**src/verilog/smbus_cfg_consts.svh**
```systemverilog
`ifndef SMBUS_CFG_CONSTS_SVH
`define SMBUS_CFG_CONSTS_SVH

`define CFG_ADDR          8'hC1
`define CFG_RESET         8'h00
`define BIT_ENABLE        7
`define BIT_INHIBIT       6
`define BIT_BUSY          5
`define BIT_EXTEND        4
`define BIT_SCL_TOE       3
`define BIT_FREE_TOE      2
`define CS_HI             1
`define CS_LO             0
`define FREE_PERIODS      4'hA
`define SETUP_EXT_CLKS    4'hB
`define SETUP_STD_CLKS    4'h1
`define HOLD_EXT_CLKS     4'hC
`define HOLD_STD_CLKS     4'h3
`define SCL_TIMEOUT_MS    25

`endif

```
**src/verilog/smbus_cfg_pkg.sv**
```systemverilog
package smbus_cfg_pkg;
	typedef enum logic [1:0] {
		SRC_TIMER0    = 2'h0,
		SRC_TIMER1    = 2'h1,
		SRC_TIMER2_HI = 2'h2,
		SRC_TIMER2_LO = 2'h3
	} clk_src_t;
endpackage

```
**src/verilog/line_sync.sv**
```systemverilog
`timescale 1ns/100ps
// two-flop synchroniser with edge outputs taken from the second stage onward
module line_sync (
	// clock and reset
	input  wire logic clk_i,
	input  wire logic rst_i,
	// line
	input  wire logic line_i,
	output logic      level_o,
	output logic      rise_o,
	output logic      fall_o
);
	logic meta_ff;
	logic sync_ff;
	logic last_ff;

	always_ff @(posedge clk_i or posedge rst_i) begin
		if (rst_i) begin
			meta_ff <= 1'b1;
			sync_ff <= 1'b1;
			last_ff <= 1'b1;
		end else begin
			meta_ff <= line_i;
			sync_ff <= meta_ff;
			last_ff <= sync_ff;
		end
	end

	assign level_o = sync_ff;
	assign rise_o  = sync_ff & ~last_ff;
	assign fall_o  = ~sync_ff & last_ff;
endmodule

```
**src/verilog/smbus_config_control.sv**
```systemverilog
`timescale 1ns/100ps
`include "smbus_cfg_consts.svh"

// Functional notes
// - inhibit set: no slave interrupts, slave withdrawn
// - inhibit clear: slave events reported normally
// - busy bit read-only, writes ignored
// - busy set while transfer in progress
// - busy cleared on stop or free timeout
// - extend: setup 11, hold 12; else hold 3
// - scl timeout: reload timer high, count low
// - both high over 10 periods: act as stop
// - two-bit field selects overflow source
module smbus_config_control (
	// clock and reset
	input  wire logic       clk_i,
	input  wire logic       rst_i,
	// special function register port
	input  wire logic [7:0] sfr_addr_i,
	input  wire logic [7:0] sfr_wdata_i,
	input  wire logic       sfr_we_i,
	output logic      [7:0] sfr_rdata_o,
	// serial lines
	input  wire logic       scl_i,
	input  wire logic       sda_i,
	// timer overflow pulses
	input  wire logic       t0_ovf_i,
	input  wire logic       t1_ovf_i,
	input  wire logic       t2h_ovf_i,
	input  wire logic       t2l_ovf_i,
	// from the transfer engine
	input  wire logic       slave_event_i,
	input  wire logic       master_event_i,
	// control outputs
	output logic            interface_enable_o,
	output logic            slave_active_o,
	output logic            bit_tick_o,
	output logic            timeout_reload_o,
	output logic            start_seen_o,
	output logic            stop_event_o,
	output logic            irq_req_o,
	output logic      [3:0] setup_clks_o,
	output logic      [3:0] hold_clks_o
);
	logic [7:0] cfg_ff;
	logic       busy_ff;
	logic       inh_ff;
	logic [3:0] free_cnt_ff;
	logic       stop_ff;
	logic       irq_ff;
	logic       start_ff;
	logic       scl_s;
	logic       sda_s, sda_r, sda_f;
	logic       en;
	logic       start_det;
	logic       stop_det;
	logic       free_hit;
	logic       tick;

	function automatic logic pick_src(input logic [1:0] sel, input logic [3:0] ovf);
		unique case (smbus_cfg_pkg::clk_src_t'(sel))
			smbus_cfg_pkg::SRC_TIMER0:    pick_src = ovf[0];
			smbus_cfg_pkg::SRC_TIMER1:    pick_src = ovf[1];
			smbus_cfg_pkg::SRC_TIMER2_HI: pick_src = ovf[2];
			smbus_cfg_pkg::SRC_TIMER2_LO: pick_src = ovf[3];
		endcase
	endfunction

	line_sync u_scl (
		.clk_i   (clk_i),
		.rst_i   (rst_i),
		.line_i  (scl_i),
		.level_o (scl_s),
		.rise_o  (),
		.fall_o  ()
	);
	line_sync u_sda (
		.clk_i   (clk_i),
		.rst_i   (rst_i),
		.line_i  (sda_i),
		.level_o (sda_s),
		.rise_o  (sda_r),
		.fall_o  (sda_f)
	);

	assign en        = cfg_ff[`BIT_ENABLE];
	// lines are looked at only while enabled
	assign start_det = en & scl_s & sda_f;
	assign stop_det  = en & scl_s & sda_r;
	assign tick      = pick_src(cfg_ff[`CS_HI:`CS_LO],
		{t2l_ovf_i, t2h_ovf_i, t1_ovf_i, t0_ovf_i});

	// configuration register; busy bit is not writable
	always_ff @(posedge clk_i or posedge rst_i) begin
		if (rst_i) begin
			cfg_ff <= `CFG_RESET;
		end else if (sfr_we_i && sfr_addr_i == `CFG_ADDR) begin
			cfg_ff <= sfr_wdata_i & ~(8'h01 << `BIT_BUSY);
		end
	end

	// inhibit takes hold while the bus is idle or at the next start so the current transfer finishes
	always_ff @(posedge clk_i or posedge rst_i) begin
		if (rst_i) begin
			inh_ff <= 1'b0;
		end else if (start_det || !busy_ff) begin
			inh_ff <= cfg_ff[`BIT_INHIBIT];
		end
	end

	// bus-free counter, counts selected ticks while both lines high
	always_ff @(posedge clk_i or posedge rst_i) begin
		if (rst_i) begin
			free_cnt_ff <= 4'h0;
		end else if (!en || !cfg_ff[`BIT_FREE_TOE] || !busy_ff || !scl_s || !sda_s) begin
			free_cnt_ff <= 4'h0;
		end else if (tick && free_cnt_ff <= `FREE_PERIODS) begin
			free_cnt_ff <= free_cnt_ff + 4'h1;
		end
	end
	// gated by enable: a write that disables mid-count must not fake a stop
	assign free_hit = en && busy_ff && tick && free_cnt_ff == `FREE_PERIODS;

	// busy: start wins over a simultaneous stop-free edge
	always_ff @(posedge clk_i or posedge rst_i) begin
		if (rst_i) begin
			busy_ff <= 1'b0;
		end else if (!en) begin
			busy_ff <= 1'b0;
		end else if (start_det) begin
			busy_ff <= 1'b1;
		end else if (stop_det || free_hit) begin
			busy_ff <= 1'b0;
		end
	end

	// event pulses
	always_ff @(posedge clk_i or posedge rst_i) begin
		if (rst_i) begin
			stop_ff  <= 1'b0;
			start_ff <= 1'b0;
			irq_ff   <= 1'b0;
		end else begin
			stop_ff  <= stop_det | free_hit;
			start_ff <= start_det;
			irq_ff   <= en & ((slave_event_i & ~inh_ff) | master_event_i
				| stop_det | free_hit);
		end
	end

	always_comb begin
		sfr_rdata_o = 8'h00;
		if (sfr_addr_i == `CFG_ADDR) begin
			sfr_rdata_o = cfg_ff;
			sfr_rdata_o[`BIT_BUSY] = busy_ff;
		end
	end

	assign interface_enable_o = en;
	assign slave_active_o     = en & ~inh_ff;
	assign bit_tick_o         = en & tick;
	// reload while scl high or scl timeout off; timer free to count while scl low only with enable and scl timeout set
	assign timeout_reload_o   = ~(en & cfg_ff[`BIT_SCL_TOE]) | scl_s;
	assign start_seen_o       = start_ff;
	assign stop_event_o       = stop_ff;
	assign irq_req_o          = irq_ff;
	assign setup_clks_o = cfg_ff[`BIT_EXTEND] ? `SETUP_EXT_CLKS : `SETUP_STD_CLKS;
	assign hold_clks_o  = cfg_ff[`BIT_EXTEND] ? `HOLD_EXT_CLKS : `HOLD_STD_CLKS;

	a_busy_ro: assert property (@(posedge clk_i) disable iff (rst_i)
		sfr_we_i && sfr_addr_i == `CFG_ADDR |=> !cfg_ff[`BIT_BUSY])
		else $error("busy bit stored from write");
	a_busy_start: assert property (@(posedge clk_i) disable iff (rst_i)
		start_det |=> busy_ff)
		else $error("busy not set after start");
	a_busy_stop: assert property (@(posedge clk_i) disable iff (rst_i)
		en && stop_det && !start_det |=> !busy_ff)
		else $error("busy not cleared on stop");
	a_free_stop: assert property (@(posedge clk_i) disable iff (rst_i)
		free_hit |=> stop_event_o && irq_req_o && !busy_ff)
		else $error("free timeout not acting as stop");
	a_inhibit_irq: assert property (@(posedge clk_i) disable iff (rst_i)
		inh_ff && !master_event_i && !stop_det && !free_hit |=> !irq_req_o)
		else $error("slave interrupt while inhibited");
	a_slave_irq: assert property (@(posedge clk_i) disable iff (rst_i)
		en && !inh_ff && slave_event_i |=> irq_req_o)
		else $error("slave event not reported");
	a_hold_time: assert property (@(posedge clk_i) disable iff (rst_i)
		hold_clks_o == (cfg_ff[`BIT_EXTEND] ? 4'hC : 4'h3))
		else $error("hold time wrong");
	a_scl_reload: assert property (@(posedge clk_i) disable iff (rst_i)
		en && cfg_ff[`BIT_SCL_TOE] && !scl_s |-> !timeout_reload_o)
		else $error("timer held in reload while scl low");
	a_disabled_quiet: assert property (@(posedge clk_i) disable iff (rst_i)
		!en |=> !busy_ff && !stop_event_o && !irq_req_o)
		else $error("activity while disabled");
	a_disabled_tick: assert property (@(posedge clk_i) disable iff (rst_i)
		!en |-> !bit_tick_o && !slave_active_o && timeout_reload_o)
		else $error("outputs active while disabled");
	a_setup_time: assert property (@(posedge clk_i) disable iff (rst_i)
		setup_clks_o == (cfg_ff[`BIT_EXTEND] ? 4'hB : 4'h1))
		else $error("setup time wrong");
	// while enabled, busy moves only on a start, a stop or a free timeout
	a_busy_holds: assert property (@(posedge clk_i) disable iff (rst_i)
		en && busy_ff && !stop_det && !free_hit |=> busy_ff)
		else $error("busy dropped without stop");
	a_idle_holds: assert property (@(posedge clk_i) disable iff (rst_i)
		en && !busy_ff && !start_det |=> !busy_ff)
		else $error("busy set without start");
	a_stop_event: assert property (@(posedge clk_i) disable iff (rst_i)
		en && stop_det |=> stop_event_o && irq_req_o)
		else $error("stop not reported");
	a_master_irq: assert property (@(posedge clk_i) disable iff (rst_i)
		en && master_event_i |=> irq_req_o)
		else $error("master interrupt lost");
	a_free_bound: assert property (@(posedge clk_i) disable iff (rst_i)
		free_cnt_ff <= `FREE_PERIODS + 4'h1)
		else $error("free counter overran");
	a_free_clear: assert property (@(posedge clk_i) disable iff (rst_i)
		!scl_s || !sda_s |=> free_cnt_ff == 4'h0)
		else $error("free count kept with a line low");
	a_reload_high: assert property (@(posedge clk_i) disable iff (rst_i)
		scl_s |-> timeout_reload_o)
		else $error("timer counting while scl high");
	a_tick_source: assert property (@(posedge clk_i) disable iff (rst_i)
		en |-> bit_tick_o == (cfg_ff[`CS_HI]
			? (cfg_ff[`CS_LO] ? t2l_ovf_i : t2h_ovf_i)
			: (cfg_ff[`CS_LO] ? t1_ovf_i : t0_ovf_i)))
		else $error("wrong overflow source");
endmodule
```
**config.mk**
```make
export PLATFORM = sky130hd
export DESIGN_NAME = smbus_config_control
export DESIGN_NICKNAME = d
export VERILOG_FILES = /design/src/verilog/smbus_cfg_pkg.sv /design/src/verilog/line_sync.sv /design/src/verilog/smbus_config_control.sv
export VERILOG_INCLUDE_DIRS = /design/src /design/src/verilog
export SDC_FILE = /design/constraint.sdc
export NUM_CORES = 1
export LEC_CHECK = 0
export ABC_AREA = 1
export BUFFER_PORTS_ARGS = -buffer_cell sky130_fd_sc_hd__buf_2
export CELL_PAD_IN_SITES_DETAIL_PLACEMENT = 0
export CELL_PAD_IN_SITES_GLOBAL_PLACEMENT = 1
export CORE_MARGIN = 5
export CORE_UTILIZATION = 33
export CTS_CLUSTER_SIZE = 16
export DETAILED_ROUTE_END_ITERATION = 6
export GPL_TIMING_DRIVEN = 0
export PLACE_DENSITY = 0.84
export RECOVER_POWER = 25
export SYNTH_ARGS = -nofsm -noshare
export SYNTH_HDL_FRONTEND = slang
export SYNTH_HIERARCHICAL = 1
export SYNTH_SLANG_ARGS = --single-unit
```
**constraint.sdc**
```tcl
create_clock -name clk_i -period 1.5 [get_ports clk_i]
set_input_delay 0.3 -clock clk_i [delete_from_list [all_inputs] [get_ports clk_i]]
set_output_delay 0.3 -clock clk_i [all_outputs]
set_load 0.05 [all_outputs]
```
======== After elaboration in Yosys (flattened, before gate mapping) ========
Cells that the tools add are included.
operators by class
  add/subtract/negate cells ............... 1
  $lt $le $gt $ge ......................... 1
  equality and inequality tests ........... 6
  mux-type cells .......................... 9
  bitwise gates (word level) .............. 19
  reductions and logical operators ........ 18
operator list
  operator                                                               count
  4-bit 2-to-1 mux                                                       4
  1-bit bitwise AND                                                      10
  8-bit equality test, second input constant                             1
  8-bit 2-to-1 mux                                                       1
  1-bit logical OR                                                       6
  1-bit logical AND                                                      5
  1-bit zero test                                                        5
  1-bit OR                                                               5
  4-bit by 1-bit adder with 4-bit output, second input constant          1
  2-bit equality test, second input constant                             2
  4-bit equality test, second input constant                             1
  4-bit less-or-equal comparator, second input constant                  1
  1-bit inverter                                                         4
  1-bit case mux with 4 select lines                                     1
  1-bit 2-to-1 mux                                                       3
  3-bit by 1-bit != test with 1-bit output, second input constant        1
  2-bit by 1-bit equality test with 1-bit output, second input constant  1
  2-bit zero test                                                        1
  2-bit nonzero test                                                     1
storage, ports and cells
  bits in registers ....................... 21
  input port bits ......................... 27

======== Depth between registers and ports, before layout ========
  depth after elaboration ................. 8
  gate-level depth with buffers ........... 8
  gate-level depth less buffers ........... 8

======== By module ========
The synthesis kept the hierarchy.
modules (own cells, without submodules)
  module                times used  cells an instance  area each (sq um)  seq. area each (sq um)
  smbus_config_control  1           143                1,029.7            400.4
  line_sync             2           8                  97.6               78.8

======== Least setup slack after synthesis ========
OpenSTA, ideal clock, no wires.
  path type ............................... reg-to-output
  start ................................... register cfg_ff[7]
  end ..................................... output bit_tick_o
  data arrival time ....................... 1,654 ps
  data required time ...................... 1,200 ps
  setup slack ............................. -454 ps
  cell stages (with the launch flop) ...... 3
  path through ............................ dfrtp_1 inv_1 a21oi_1
on the way
  word-level cells in the longest chain between the ends .. 1
RTL lines
  item                    line                         source
  from (decl)             smbus_config_control.sv:45   logic [7:0] cfg_ff;
  from (signal assigned)  smbus_config_control.sv:96   cfg_ff <= `CFG_RESET;
  from (signal assigned)  smbus_config_control.sv:98   cfg_ff <= sfr_wdata_i & ~(8'h01 << `BIT_BUSY);
  1-bit bitwise AND       smbus_config_control.sv:161  assign bit_tick_o = en & tick;
  to (decl)               smbus_config_control.sv:37   output logic bit_tick_o,
Every way passes these cells.

======== Final worst setup path ========
  start ................................... register cfg_ff[0]
  end ..................................... output bit_tick_o
on the way
  word-level cells in the longest chain between the ends .. 3
  elaborated cells on any way between the ends .. 6
  classes of those cells .................. eq/ne (3); mux (1); bitwise (1); reduce/logical (1)
RTL lines
  item                                               line                         source
  2-bit equality test, or another cell as far along  smbus_config_control.sv:61   unique case (smbus_cfg_pkg::clk_src_t'(sel))
  1-bit case mux with 4 select lines *               smbus_config_control.sv:61
  1-bit bitwise AND *                                smbus_config_control.sv:161
Every way passes the cells marked *; elsewhere a longest branch is shown, timed or not.

==> run_results.csv <==
group,metric,value,unit
synth,avgSynthCellArea,7.69,sq um
sta,fmaxAchievable,631,MHz
critical_path,reg2regPathDepth,8,
critical_path,ff2ff_setup_slack,0.12,ns
clocking,cts_tree,"built",
power_and_ir_drop,peakVddDrop,0.394,mV
detailed_routing,drc,0,
critical_path,r2r_start,"cfg_ff[0]$_DFFE_PP0P_",
clocking,cts_hold_buf,0,
placed_design,port_buffers,45,
detailed_routing,initialDrtViolationCount,54,
detailed_routing,drt_wl_total,2.99,mm
final_layout,multi_input_area,641,sq um
sta,worstMarginPinSlew,0.625,ns
critical_path,cp-end-kind,"output port",
synth,syn_nets,183,
final_layout,seqCellArea,536,sq um
detailed_routing,antenna_left,0,
placed_design,gp_congestion,0.793,
critical_path,cp_top_family,"flip-flops",
critical_path,crit_buf_inv,2,
detailed_routing,drtPass1Iterations,4,
detailed_routing,routedWlPerCell,11.7,um
die,start_util,0.347,
clocking,htreeDepth,1,
critical_path,path_cells,"inv_4, nand2_4, nand3_4, a21oi_4, buf_6",
final_layout,layout.nets,239,
global_route,antenna_found_initial,0,
global_route,grt_max_degree,17,
placed_design,pre_cts_ws,-0.224,ns
critical_path,critPathMaxFanout,5,
placed_design,dp_hpwl,2.12,mm
sta,hold_viol,0,
final_layout,drive_gt1_frac,0.488,
sta,relSlewSlack,0.583,
die,die_w,69.9,um
hold_path,hold_path.class,"in2async",
power_and_ir_drop,power,1.10,mW
synth,yosys_warnings,6,
die,pin_count,50,
sta,min_period,1.58,ns
die,dieArea,0.00488,sq mm
critical_path,crit_slowest_cell,"dfrtp_2",
power_and_ir_drop,leakage,0.893,nW
power_and_ir_drop,p_per_area,621,mW/mm^2
die,core-area,0.00342,sq mm
final_layout,antenna_cells,0,
critical_path,r2r-end,"busy_ff$_DFFE_PP0P_",
clocking,clk_path_buf_depth,2,
sta,fin_crit_sh,1.06,
sta,rsz0062_at_grt,"true",
global_route,grt_pass1_vias,1071,
clocking,cts.clk_slew.worst_paths,0.12,ns
global_route,grt_first_pass_wirelength,4.74,mm
clocking,cts-root-buf,"clkbuf_4",
die,die_y,69.9,um
clocking,cts-buffers-inserted,3,
critical_path,cp-start-kind,"flop",
clocking,cts_sinks,21,
detailed_routing,via_per_inst,4.30,
run_status,status,"finished, violations left",
sta,report.final.setup_viol,6,
global_route,gr-total-overflow,0,
clocking,clock_latency,0.30,ns
critical_path,crit_type,"reg2out",
critical_path,required,1.20,ns
run_status,violations,"negative setup slack",
critical_path,max_stage_delay,0.46,ns
critical_path,cp.arrival,1.28,ns
sta,finClkSkew,0.00938,ns
final_layout,fillers,344,
synth,synth_area,0.00118,sq mm
die,fp-row-count,21,
synth,syn_inst,154,
final_layout,area_delta_synth_final,50.1,%
sta,slew_violations,0,
global_route,grt.total_usage,0.116,
job,maxCapViolations,0,
sta,fin_ws,-0.0838,ns
detailed_routing,via_count,1097,
per-stage QoR:
step / std cells / setup TNS [ns] / hold slack [ns] / util / instance area [sq um]
after CTS: 254 / -0.256 / 0.00485 / 0.481 / 1640
final: 255 / -0.229 / 0.00426 / 0.520 / 1780
after floorplan: 154 / -0.642 / 0.212 / - / 1230
after global placement: 245 / -1.78 / 0.344 / 0.442 / 1510
after global routing: 255 / -0.666 / 0.00161 / 0.520 / 1780
after detailed placement: 245 / -1.72 / 0.346 / 0.442 / 1510
cell type report:
cell class	instances	share of cell area
clock buffer	4	0.0148
buffer	8	0.0317
tap	46	0.0324
multi-input combinational	100	0.361
sequential	21	0.301
inverter	25	0.0570
timing repair buffer	51	0.202
how the worst max path moves through the flow:
stage / from / endpoint / slack (ns) / cells past startpoint
after floorplan: sfr_addr_i[5] / sfr_rdata_o[0] / -0.09 / 5
after global placement: sfr_addr_i[5] / sfr_rdata_o[6] / -0.23 / 7
after detailed placement: sfr_addr_i[5] / sfr_rdata_o[5] / -0.22 / 7
after CTS: cfg_ff[0]$_DFFE_PP0P_ / bit_tick_o / -0.10 / 5
after global routing: cfg_ff[0]$_DFFE_PP0P_ / bit_tick_o / -0.15 / 5
final: cfg_ff[0]$_DFFE_PP0P_ / bit_tick_o / -0.08 / 5
power breakdown:
group          switching, mW  internal, mW  total, mW
combinational          0.146        0.0848      0.230
sequential            0.0169         0.590      0.607
clock                  0.162         0.103      0.266
worst reg2reg max path: cells and delay by family (launching register included):
family                 cells  cell delay, ns
flip-flops                 1            0.48
AND/OR/NAND/NOR            5            0.47
buffers and inverters      3            0.32
state kept, by name, summed over array words and instances, names as in the netlist:
signal / flops
busy_ff: 1
irq_req_o: 1
inh_ff: 1
stop_event_o: 1
u_scl/meta_ff: 1
u_sda/last_ff: 1
u_sda/meta_ff: 1
free_cnt_ff: 4
start_seen_o: 1
cfg_ff: 7
u_scl/level_o: 1
u_sda/level_o: 1
routing by layer:
metal,part of all wire,global-route usage
met1,0.43,0.152
met5,0,0
met2,0.53,0.200
met3,0.034,0.0158
met4,0.0033,0.0319
layout by cell type, fill, tap and decap left out, types with 4 or more instances in the layout:
cell	instances
buf_6	10
nand2_1	37
dfstp_2	4
dfrtp_1	13
inv_2	4
buf_4	16
nand2_2	4
nor2_4	12
nand3_1	14
nand3_2	5
nor2_1	6
buf_2	29
inv_1	19
repair_timing:
action / CTS / global route
buffers inserted: 5 / 1
pin swaps: 3 / 5
gates resized for setup: 21 / 35
setup endpoints to repair: 12 / 12
No activity file was read; power rests on OpenSTA's default activity.
